`src/ext_mem_pkg.sv`:
```
package ext_mem_pkg;

	// System address windows.
	localparam logic [31:0] DDR_BASE       = 32'h8000_0000;
	localparam logic [31:0] DDR_SPAN       = 32'h1000_0000;
	localparam logic [31:0] ASYNC_BASE     = 32'h4200_0000;
	localparam logic [31:0] ASYNC_SPAN     = 32'h0800_0000;
	localparam logic [31:0] CS_SPAN        = 32'h0100_0000;
	localparam logic [31:0] CS_STRIDE      = 32'h0200_0000;
	localparam logic [31:0] SHADOW_BASE    = 32'h0200_0000;

	// Reset values of the controller registers.
	localparam logic [31:0] REFRESH_RST    = 32'h0000_0884;
	localparam logic [31:0] TIMING_ONE_RST = 32'h356B_4B9B;
	localparam logic [31:0] TIMING_TWO_RST = 32'h001D_F145;
	localparam logic [31:0] IMPCAL_RST     = 32'h0000_001F;
	localparam logic [31:0] WAIT_CFG_RST   = 32'hF000_0080;
	localparam logic [31:0] WAIT_CFG_RSVD  = 32'hF000_0000;

	// Revision code; the value is arbitrary.
	localparam logic [15:0] REVISION_CODE  = 16'h0001;

	// Register selects on the plain configuration port.
	localparam logic [2:0]  SEL_REFRESH    = 3'h0;
	localparam logic [2:0]  SEL_TIMING_ONE = 3'h1;
	localparam logic [2:0]  SEL_TIMING_TWO = 3'h2;
	localparam logic [2:0]  SEL_IMPCAL     = 3'h3;
	localparam logic [2:0]  SEL_WAIT_CFG   = 3'h4;
	localparam logic [2:0]  SEL_REV_STAT   = 3'h5;

	localparam int          NUM_CS         = 4;

	// One system access request.
	typedef struct packed {
		logic        valid;
		logic        write;
		logic [31:0] addr;
	} sys_req_t;

	// Decode result.
	typedef enum logic [1:0] {
		TGT_NONE  = 2'b00,
		TGT_DDR   = 2'b01,
		TGT_ASYNC = 2'b10
	} target_t;

endpackage

```
`src/cs_decode.sv`:
```
module cs_decode
	import ext_mem_pkg::*;
(
	// Request address.
	input  wire logic [31:0]       addr,
	// Window hits, one per chip-select space.
	output logic      [NUM_CS-1:0] cs_hit
);

	// Each space is 16 Mbytes at a 32 Mbyte stride, so the four leave gaps.
	genvar i;
	generate
		for (i = 0; i < NUM_CS; i++) begin : g_cs
			localparam logic [31:0] LO = ASYNC_BASE + CS_STRIDE * i;
			assign cs_hit[i] = (addr >= LO) && (addr < LO + CS_SPAN);
		end
	endgenerate

endmodule

```
`src/ext_mem_if.sv`:
```
// What this block does
// - DDR2 data bus is 32 bits by default, 16 bits when narrow mode is set.
// - DDR2 accesses decode in a 256 Mbyte window at 80000000h.
// - DDR2 controller runs from the second PLL's first output, not its second.
// - Reset loads refresh control 00000884h and first timing 356B4B9Bh.
// - Reset loads second timing 001DF145h and impedance control 0000001Fh.
// - Asynchronous data bus is 8 bits only.
// - Asynchronous region starts at 42000000h with four chip-select spaces.
// - Only 64 Mbytes reachable; the four spaces are not contiguous.
// - No mirror of the asynchronous space at 02000000h; that range is reserved.
// - A readable revision code and status register exists.
// - Wait configuration resets to F0000080h; upper set bits are inert.
// - Selects active low; select two floats after reset when boot mode nonzero.
module ext_mem_if
	import ext_mem_pkg::*;
(
	// Clock and reset.
	input  wire logic              clk,
	input  wire logic              srst,
	// Clock source selection for the DDR2 controller.
	output logic                   ddr_clk_sel_out_one,
	// Boot bus-mode pins.
	input  wire logic [2:0]        boot_bus_mode_pins,
	// Configuration.
	input  wire logic              ddr_narrow_mode,
	input  wire logic              cfg_we,
	input  wire logic [2:0]        cfg_sel,
	input  wire logic [31:0]       cfg_wdata,
	output logic      [31:0]       cfg_rdata,
	// System access request.
	input  wire sys_req_t          req,
	// Decode results.
	output target_t                target,
	output logic                   reserved_hit,
	output logic      [5:0]        ddr_bus_width,
	output logic      [3:0]        async_bus_width,
	// Chip selects, active low with enables.
	output logic      [NUM_CS-1:0] chip_select_n_out,
	output logic      [NUM_CS-1:0] chip_select_n_oe,
	// Register contents.
	output logic      [31:0]       refresh_control_reg,
	output logic      [31:0]       sdram_timing_reg_one,
	output logic      [31:0]       sdram_timing_reg_two,
	output logic      [31:0]       impedance_cal_io_ctrl,
	output logic      [31:0]       async_wait_config_reg
);

	// Next values of the configuration registers.
	logic [31:0]       refresh_next;
	logic [31:0]       timing_one_next;
	logic [31:0]       timing_two_next;
	logic [31:0]       impcal_next;
	logic [31:0]       wait_cfg_next;

	// Window hits from the chip-space decoder.
	logic [NUM_CS-1:0] cs_hit;

	// Boot mode synchroniser, settle marker and the select-two float flag.
	logic [2:0]        mode_sync1_reg;
	logic [2:0]        mode_sync2_reg;
	logic              settle_reg;
	logic              settle_next;
	logic              cs2_float_reg;
	logic              cs2_float_next;

	// Registered selects, drive enables, decode result and readback.
	logic [NUM_CS-1:0] cs_n_reg;
	logic [NUM_CS-1:0] cs_n_next;
	logic [NUM_CS-1:0] cs_oe_reg;
	logic [NUM_CS-1:0] cs_oe_next;
	target_t           target_reg;
	target_t           target_next;
	logic              rsvd_reg;
	logic              rsvd_next;
	logic [31:0]       rdata_reg;
	logic [31:0]       rdata_next;

	// Combinational window compares.
	logic              ddr_hit;
	logic              async_hit;
	logic              shadow_hit;

	// The DDR2 controller is always fed from the first PLL output.
	assign ddr_clk_sel_out_one = 1'b1;

	// Width reporting; narrow mode trades bandwidth for pins.
	assign ddr_bus_width   = ddr_narrow_mode ? 6'h10 : 6'h20;
	assign async_bus_width = 4'h8;

	cs_decode u_cs_decode (
		.addr   (req.addr),
		.cs_hit (cs_hit)
	);

	// Window compares by subtraction avoid overflow at the top of memory.
	assign ddr_hit    = (req.addr - DDR_BASE) < DDR_SPAN;
	assign async_hit  = (req.addr - ASYNC_BASE) < ASYNC_SPAN;
	assign shadow_hit = (req.addr - SHADOW_BASE) < ASYNC_SPAN;

	// Configuration register next values; reserved wait bits stay fixed.
	always_comb begin
		refresh_next    = refresh_control_reg;
		timing_one_next = sdram_timing_reg_one;
		timing_two_next = sdram_timing_reg_two;
		impcal_next     = impedance_cal_io_ctrl;
		wait_cfg_next   = async_wait_config_reg;
		if (cfg_we) begin
			case (cfg_sel)
				SEL_REFRESH:    refresh_next    = cfg_wdata;
				SEL_TIMING_ONE: timing_one_next = cfg_wdata;
				SEL_TIMING_TWO: timing_two_next = cfg_wdata;
				SEL_IMPCAL:     impcal_next     = cfg_wdata;
				SEL_WAIT_CFG: begin
					wait_cfg_next = (cfg_wdata & ~WAIT_CFG_RSVD)
						| WAIT_CFG_RSVD;
				end
				default: ;
			endcase
		end
	end

	// Registers load their documented reset values.
	always_ff @(posedge clk) begin
		if (srst) begin
			refresh_control_reg   <= REFRESH_RST;
			sdram_timing_reg_one  <= TIMING_ONE_RST;
			sdram_timing_reg_two  <= TIMING_TWO_RST;
			impedance_cal_io_ctrl <= IMPCAL_RST;
			async_wait_config_reg <= WAIT_CFG_RST;
		end else begin
			refresh_control_reg   <= refresh_next;
			sdram_timing_reg_one  <= timing_one_next;
			sdram_timing_reg_two  <= timing_two_next;
			impedance_cal_io_ctrl <= impcal_next;
			async_wait_config_reg <= wait_cfg_next;
		end
	end

	// Boot mode pins come from outside, so they pass two flip-flops.
	// No reset here: the straps settle while reset is held, and only the
	// first edge after release reads them.
	always_ff @(posedge clk) begin
		mode_sync1_reg <= boot_bus_mode_pins;
		mode_sync2_reg <= mode_sync1_reg;
	end

	// Decode, select and readback next values.
	always_comb begin
		settle_next    = 1'b1;
		cs2_float_next = cs2_float_reg;
		if (!settle_reg) begin
			cs2_float_next = (mode_sync2_reg != 3'h0);
		end
		target_next = TGT_NONE;
		rsvd_next   = 1'b0;
		cs_n_next   = {NUM_CS{1'b1}};
		if (req.valid) begin
			if (ddr_hit) begin
				target_next = TGT_DDR;
			end else if (async_hit && (cs_hit != '0)) begin
				target_next = TGT_ASYNC;
				cs_n_next   = ~cs_hit;
			end else if (shadow_hit) begin
				// The reserved range is only flagged; no select is driven.
				rsvd_next = 1'b1;
			end
			// Region gaps fall through with every select high.
		end
		// A select drives once used; before that, only select two may drive.
		// Leaving the others released lets the board pull-ups hold them
		// inactive, at the cost of needing those resistors on the board.
		cs_oe_next = cs_oe_reg | ~cs_n_next;
		if (settle_reg && !cs2_float_reg) begin
			cs_oe_next[0] = 1'b1;
		end
		// Readback of the selected register, one cycle behind the select.
		case (cfg_sel)
			SEL_REFRESH:    rdata_next = refresh_control_reg;
			SEL_TIMING_ONE: rdata_next = sdram_timing_reg_one;
			SEL_TIMING_TWO: rdata_next = sdram_timing_reg_two;
			SEL_IMPCAL:     rdata_next = impedance_cal_io_ctrl;
			SEL_WAIT_CFG:   rdata_next = async_wait_config_reg;
			SEL_REV_STAT: begin
				rdata_next = {REVISION_CODE, 13'h0, cs2_float_reg,
					ddr_narrow_mode, settle_reg};
			end
			default:        rdata_next = 32'h0000_0000;
		endcase
	end

	// Select outputs idle high; drivers start released after reset.
	always_ff @(posedge clk) begin
		if (srst) begin
			settle_reg    <= 1'b0;
			cs2_float_reg <= 1'b1;
			cs_n_reg      <= {NUM_CS{1'b1}};
			cs_oe_reg     <= {NUM_CS{1'b0}};
			target_reg    <= TGT_NONE;
			rsvd_reg      <= 1'b0;
			rdata_reg     <= 32'h0000_0000;
		end else begin
			settle_reg    <= settle_next;
			cs2_float_reg <= cs2_float_next;
			cs_n_reg      <= cs_n_next;
			cs_oe_reg     <= cs_oe_next;
			target_reg    <= target_next;
			rsvd_reg      <= rsvd_next;
			rdata_reg     <= rdata_next;
		end
	end

	// Outputs come straight from the registers above.
	assign chip_select_n_out = cs_n_reg;
	assign chip_select_n_oe  = cs_oe_reg;
	assign target            = target_reg;
	assign reserved_hit      = rsvd_reg;
	assign cfg_rdata         = rdata_reg;

endmodule

```
`config.mk`:
```
export PLATFORM = sky130hd
export DESIGN_NAME = ext_mem_if
export DESIGN_NICKNAME = d
export VERILOG_FILES = /design/src/ext_mem_pkg.sv /design/src/cs_decode.sv /design/src/ext_mem_if.sv
export SDC_FILE = /design/constraint.sdc
export NUM_CORES = 1
export LEC_CHECK = 0
export BUFFER_PORTS_ARGS = -buffer_cell sky130_fd_sc_hd__buf_2
export CORE_MARGIN = 5
export CORE_UTILIZATION = 45
export DETAILED_ROUTE_END_ITERATION = 8
export GPL_TIMING_DRIVEN = 0
export PLACE_DENSITY = 0.87
export SLEW_MARGIN = 20
export SYNTH_ARGS = -nofsm -noshare
export SYNTH_HDL_FRONTEND = slang
export SYNTH_SLANG_ARGS = --single-unit
```
`constraint.sdc`:
```
create_clock -name clk -period 1.62 [get_ports clk]
set_input_delay 0.405 -clock clk [delete_from_list [all_inputs] [get_ports clk]]
set_output_delay 0.405 -clock clk [all_outputs]
set_load 0.03 [all_outputs]
```
==> impl_metrics.yaml, run 1 <==
flow_run:
  drv_cap: 0
floorplan:
  std_cell_rows: 49
  dieHeight_um: 145
  num_io_pins: 290
  die_x_um: 145
  die_area_sq_mm: 0.0210
  start_util_pct: 45.6
  coreArea_sq_mm: 0.0180
grt:
  gr-usage-met2_pct: 48.4
  grt_pass1_vias: 8155
  globalRoute.busiestLayer: "met2"
  grt_use_total_pct: 30.3
  grt_max_degree: 14
  antenna_found_initial: 0
  overflow: 0
  grt_pass1_wl_um: 47800
  use_met1_pct: 38.3
  use_met3_pct: 7.26
cts:
  cts.sinks: 207
  h-tree-depth: 1
  cts_buffers: 22
  clk_latency_ps: 510
  root_buffer: "clkbuf_16"
  clkSlewWorstSetupHoldPaths_ps: 60
  cts_tree: "done"
  ctsLongestPathBuffers: 3
layout:
  nNetsFinal: 1330
  area_growth_pct: 28.2
  drive_gt1_share_pct: 31.0
setup_path:
  start_kind: "input port"
  crit_arrival_ps: 1960
  critical_path_class: "in -> reg"
  required_ps: 1990
  reg2reg_depth: 3
  end_kind: "flip-flop"
  path_max_fanout: 10
routing:
  via_per_inst: 5.76
  firstDrtPassIters: 6
  drt_wl_total_um: 33600
  route.vias.total: 8622
  ant_nets: 0
  drc_errors: 0
  avgRoutedWirePerCell_um: 22.4
  drtIter0Drc: 969
sta:
  skew_ps: 9.34
  timing.final.ws_setup_ps: 35.0
  fmax_ghz: 0.631
  period_needed_ps: 1580
  maxSlewHeadroom_pct: 38.4
  worstMarginPinSlew_ps: 920
  finalHoldViolations: 0
  drv_slew: 0
  grt_setup_unrepaired: "no"
  setup_viol: 0
  finalSetupTns_ps: 0
  min_period_over_period_pct: 97.8
placement:
  dpl.hpwl_um: 23400
  gp_congestion: 0.904
  io_buffer_count: 251
  dp_worst_setup_slack_ps: -530
hold_path:
  hold_depth: 1
  hold_class: "in -> reg"
power:
  powerDensity_mw_per_mm2: 1090
  leakagePower_nw: 4.59
  peakVddDrop_uv: 886
outcome:
  status: "finished, final reports clean"
synthesis:
  synth_top_cell_area_share_pct: 50.6
  yosys-top-cells-count: "nand2_1 (320), dfxtp_1 (207), a21oi_1 (150)"
  synth_flop_cell: "dfxtp_1"
  yosys_warnings: 0
  syn_avg_cell_area_sq_um: 8.48
  yosysMostFrequentCell: "nand2_1"
  yosys-top-cells-area: "dfxtp_1 (51%), nand2_1 (15%), a21oi_1 (9.2%), mux2_2 (4.5%), a22oi_1 (3.0%)"
  synthesis.instances: 965
  yosysTopAreaCell: "dfxtp_1"
  synth.cell_area_sq_mm: 0.00819
  synthArstFlopShare_pct: 0
  synth_seq_area_share_pct: 50.6
  ys_ff_latch: 207
  synth-edff-count: 0
  synth_cell_type_count: 47
[critical path, cell delays in order]
cell and delay (ps):
buf_2 90, buf_4 160, buf_6 160, buf_2 420, mux2_2 420, a22oi_1 180
a21oi_1 110
[logic make-up after synthesis]
kind of cell	count (synthesis)	synth area share (%)
flip-flops	207	50.6
AO/OA/AOI/OAI	219	15.8
buffers and inverters	97	6.76
multiplexers	34	4.82
AND/OR/NAND/NOR	405	21.8
XOR/XNOR	1	0.107
other	2	0.0917
[where the power goes]
group / switching, mW / internal (mW)
Sequential: 0.0899 / 5.23
Combinational: 0.953 / 0.391
Clock: 2.01 / 2.72
[through the flow]
stage / power (mW) / util [%] / cells / area, sq um / hold WS, ps
floorplan: 6.20 / - / 976 / 8230 / 310
global placement: 6.69 / 54.4 / 1456 / 9770 / 313
detailed placement: 6.72 / 54.4 / 1456 / 9770 / 314
CTS: 11.3 / 58.2 / 1492 / 10400 / 1.40
global route: 11.7 / 58.3 / 1493 / 10500 / 6.55
finish: 11.4 / 58.4 / 1497 / 10500 / 11.2
[path summary, 6_finish.rpt]
check	from	to	slack, ps
setup / recovery	cfg_sel[2]	cfg_rdata[27]	40
setup reg to reg	sdram_timing_reg_two[0]	cfg_rdata[0]	520
hold / removal	boot_bus_mode_pins[0]	mode_sync1_reg[0]	10
hold reg to reg	mode_sync1_reg[1]	mode_sync2_reg[1]	330
[per-layer routing]
layer,share of wire (%),vias to the layer above,routed length [um]
met3,13,143,4400
met2,44,638,14900
met5,0,-,0
met1,37,3996,12500
met4,5.4,0,1820
li1,-,3845,-
[cell type report]
cell class | instances | area [sq um]
fillers | 1617 | 7470
flip-flops and latches | 207 | 4140
multi-input cells | 672 | 3540
repair buffers | 254 | 1300
clock buffers | 26 | 587
plain buffers | 92 | 543
well taps | 229 | 287
clock inverters | 8 | 67.6
inverters | 5 | 20.0
diodes | 4 | 10.0
[what timing repair did]
action / 4_1_cts / 5_1_grt
pin swaps: 0 / 1
hold endpoints to repair: 2 / 0
hold buffers: 2 / 0
gates resized for setup: 2 / 8
cloned: 0 / 0
setup buffers: 0 / 1
setup endpoints to repair: 4 / 12
[layout by cell type, fill, tap and decap left out, drive strengths merged, types with 3 or more instances in the layout]
master | netlist | final
mux2 | 33 | 33
nor3b | 8 | 8
nand3b | 3 | 3
and4bb | 3 | 3
a32oi | 18 | 18
nor2 | 7 | 7
a22oi | 33 | 33
nand2 | 320 | 320
nand4bb | 3 | 3
inv | 3 | 3
a31oi | 3 | 3
a21o | 3 | 3
a21oi | 151 | 151
diode | 0 | 4
buf | 59 | 310
clkinv | 2 | 8
nand3 | 41 | 41
o21ai | 3 | 3
and3b | 4 | 4
clkbuf | 33 | 60
o21bai | 3 | 3
conb | 2 | 13
dfxtp | 207 | 207
(Power assumes the default switching activity.)
==> inputs of run 2 (changes only) <==
--- a/config.mk
+++ b/config.mk
@@ -6,6 +6,7 @@
 export NUM_CORES = 1
 export LEC_CHECK = 0
 export BUFFER_PORTS_ARGS = -buffer_cell sky130_fd_sc_hd__buf_2
+export CAP_MARGIN = 25
 export CORE_MARGIN = 5
 export CORE_UTILIZATION = 45
 export DETAILED_ROUTE_END_ITERATION = 8
@@ -14,4 +15,5 @@
 export SLEW_MARGIN = 20
 export SYNTH_ARGS = -nofsm -noshare
 export SYNTH_HDL_FRONTEND = slang
+export SYNTH_HIERARCHICAL = 1
 export SYNTH_SLANG_ARGS = --single-unit
==> run 2 against run 1 <==
Against the previous run: highest routed layer is now met5; largest power group unchanged; non-clock buffer count rose by 7; clock-buffer cell count rose by 6; sequential cell count did not move; total power rose by 1.3%.
==> impl_metrics.yaml, run 2 <==
setup_path:
  cpMaxStageDelayCell: "mux2_2"
  crit_top_cell: "buf_2"
  crit_arrival_ps: 1960
  required_ps: 1970
  start_kind: "input port"
  path_delay_family: "buffers and inverters"
  critical_path_class: "in -> reg"
  path_buf_inv: 4
  crit_path_cell_trace: "buf_2, buf_2, buf_4, buf_2, mux2_2, a32oi_1, a21oi_1"
  path_max_fanout: 10
  max_stage_delay_ps: 390
  end_kind: "flip-flop"
cts:
  cts.sinks: 207
  h-tree-depth: 1
  clkSlewWorstSetupHoldPaths_ps: 60
  root_buffer: "clkbuf_16"
  cts_buffers: 22
  cts_tree: "done"
  ctsLongestPathBuffers: 3
  clk_latency_ps: 520
sta:
  fmax_ghz: 0.619
  worst_hold_slack_ps: 73.4
  min_period_over_period_pct: 99.6
  maxSlewHeadroom_pct: 41.3
  setup_viol: 0
  worstMarginPinSlew_ps: 881
  finalHoldViolations: 0
  period_needed_ps: 1610
  timing.final.ws_setup_ps: 5.69
  drv_slew: 0
  skew_ps: 28.5
  finalSetupTns_ps: 0
routing:
  drt_wl_total_um: 32900
  route.vias.total: 8698
  avgRoutedWirePerCell_um: 21.9
  drtIter0Drc: 1145
  firstDrtPassIters: 6
  ant_nets: 0
  via_per_inst: 5.78
  drc_errors: 0
synthesis:
  synth_cell_type_count: 46
  yosys-top-cells-area: "dfxtp_1 (51%), nand2_1 (15%), a21oi_1 (9.1%), mux2_2 (4.9%), a22oi_1 (3.6%)"
  yosysMostFrequentCell: "nand2_1"
  syn_avg_cell_area_sq_um: 8.40
  synthArstFlopShare_pct: 0
  ys_ff_latch: 207
  synth_flop_cell: "dfxtp_1"
  synth_seq_area_share_pct: 51.2
  yosys-top-cells-count: "nand2_1 (319), dfxtp_1 (207), a21oi_1 (148)"
  synth_top_cell_area_share_pct: 51.2
  yosys_warnings: 6
  synth-edff-count: 0
  synth.cell_area_sq_mm: 0.00810
  yosysTopAreaCell: "dfxtp_1"
  synthesis.instances: 964
placement:
  dpl.hpwl_um: 22800
  gp_congestion: 0.892
  dp_worst_setup_slack_ps: -1020
  io_buffer_count: 250
grt:
  antenna_found_initial: 3
  grt_max_degree: 14
  grt_use_total_pct: 30.1
  grt_pass1_vias: 8274
  grt_pass1_wl_um: 47900
  overflow: 0
floorplan:
  dieHeight_um: 144
  coreArea_sq_mm: 0.0178
  num_io_pins: 290
  die_area_sq_mm: 0.0208
  die_x_um: 144
  start_util_pct: 45.4
  std_cell_rows: 49
layout:
  multi_input_area_sq_mm: 0.00357
  nNetsFinal: 1336
  final_common_cell: "nand2_1"
  drive_gt1_share_pct: 31.3
  final_cell_mix: "nand2_1 (319), buf_2 (272), dfxtp_1 (207), a21oi_1 (148), nand3_1 (43)"
  final_core_util_pct: 59.4
  area_growth_pct: 30.9
  fill_cells: 1585
  regArea_sq_mm: 0.00414
hold_path:
  hold_class: "in -> reg"
power:
  leakagePower_nw: 4.65
  finalPower_mw: 11.5
  powerDensity_mw_per_mm2: 1090
  peakVddDrop_uv: 718
flow_run:
  drv_cap: 0
outcome:
  status: "finished, final reports clean"
[run 2: layer usage]
metal / track usage, % / routed length (um)
met5: 0 / 23
met4: 12.6 / 1380
met3: 10.2 / 4910
met2: 48.7 / 14800
met1: 36.7 / 11800
[run 2: kinds of logic after synthesis]
group                  Yosys count  share of synthesized area (%)
other                            2                         0.0928
AND/OR/NAND/NOR                403                           21.9
flip-flops                     207                           51.2
AO/OA/AOI/OAI                  220                           16.2
buffers and inverters           97                           5.80
multiplexers                    35                           4.87
[run 2: worst register-to-register path, stage by stage, from the launching register on]
cell     delay [ps]
dfxtp_1         330
mux2_2          270
a32oi_1         170
a21oi_1         100
[run 2: per-stage QoR]
stage	cells	instance area, sq um
global placement	1454	9710
finish	1504	10600
detailed placement	1454	9710
CTS	1500	10500
global route	1503	10600
floorplan	975	8170
[run 2: timing repair]
action | CTS | global route
setup endpoints to repair | 35 | 65
pin swaps | 1 | 2
setup buffers | 5 | 3
hold buffers | 3 | 0
resized for setup | 14 | 20
endpoints found under the hold margin | 3 | 0
[run 2: cell type report]
cell class	instances	share of cell area, %
sequential	207	39.1
clock inverter	6	0.626
inverter	5	0.177
antenna	1	0.0236
clock buffer	32	5.83
tap	229	2.70
buffer	92	4.78
multi-input combinational	671	33.7
timing repair buffer	261	13.0
[run 2: where the power goes]
part	switching, mW	internal [mW]
clock network	2.08	2.81
logic	0.934	0.397
registers	0.0945	5.23
total	3.10	8.43
[run 2: final timing paths]
| check | start | slack (ps) | end | cells after the start |
|---|---|---|---|---|
| max | cfg_sel[0] | 6 | cfg_rdata[2] | 7 |
| min | req[30] | 70 | reserved_hit | 2 |
| max reg2reg | sdram_timing_reg_two[2] | 570 | cfg_rdata[2] | 3 |
| min reg2reg | mode_sync1_reg[2] | 330 | mode_sync2_reg[2] | 0 |
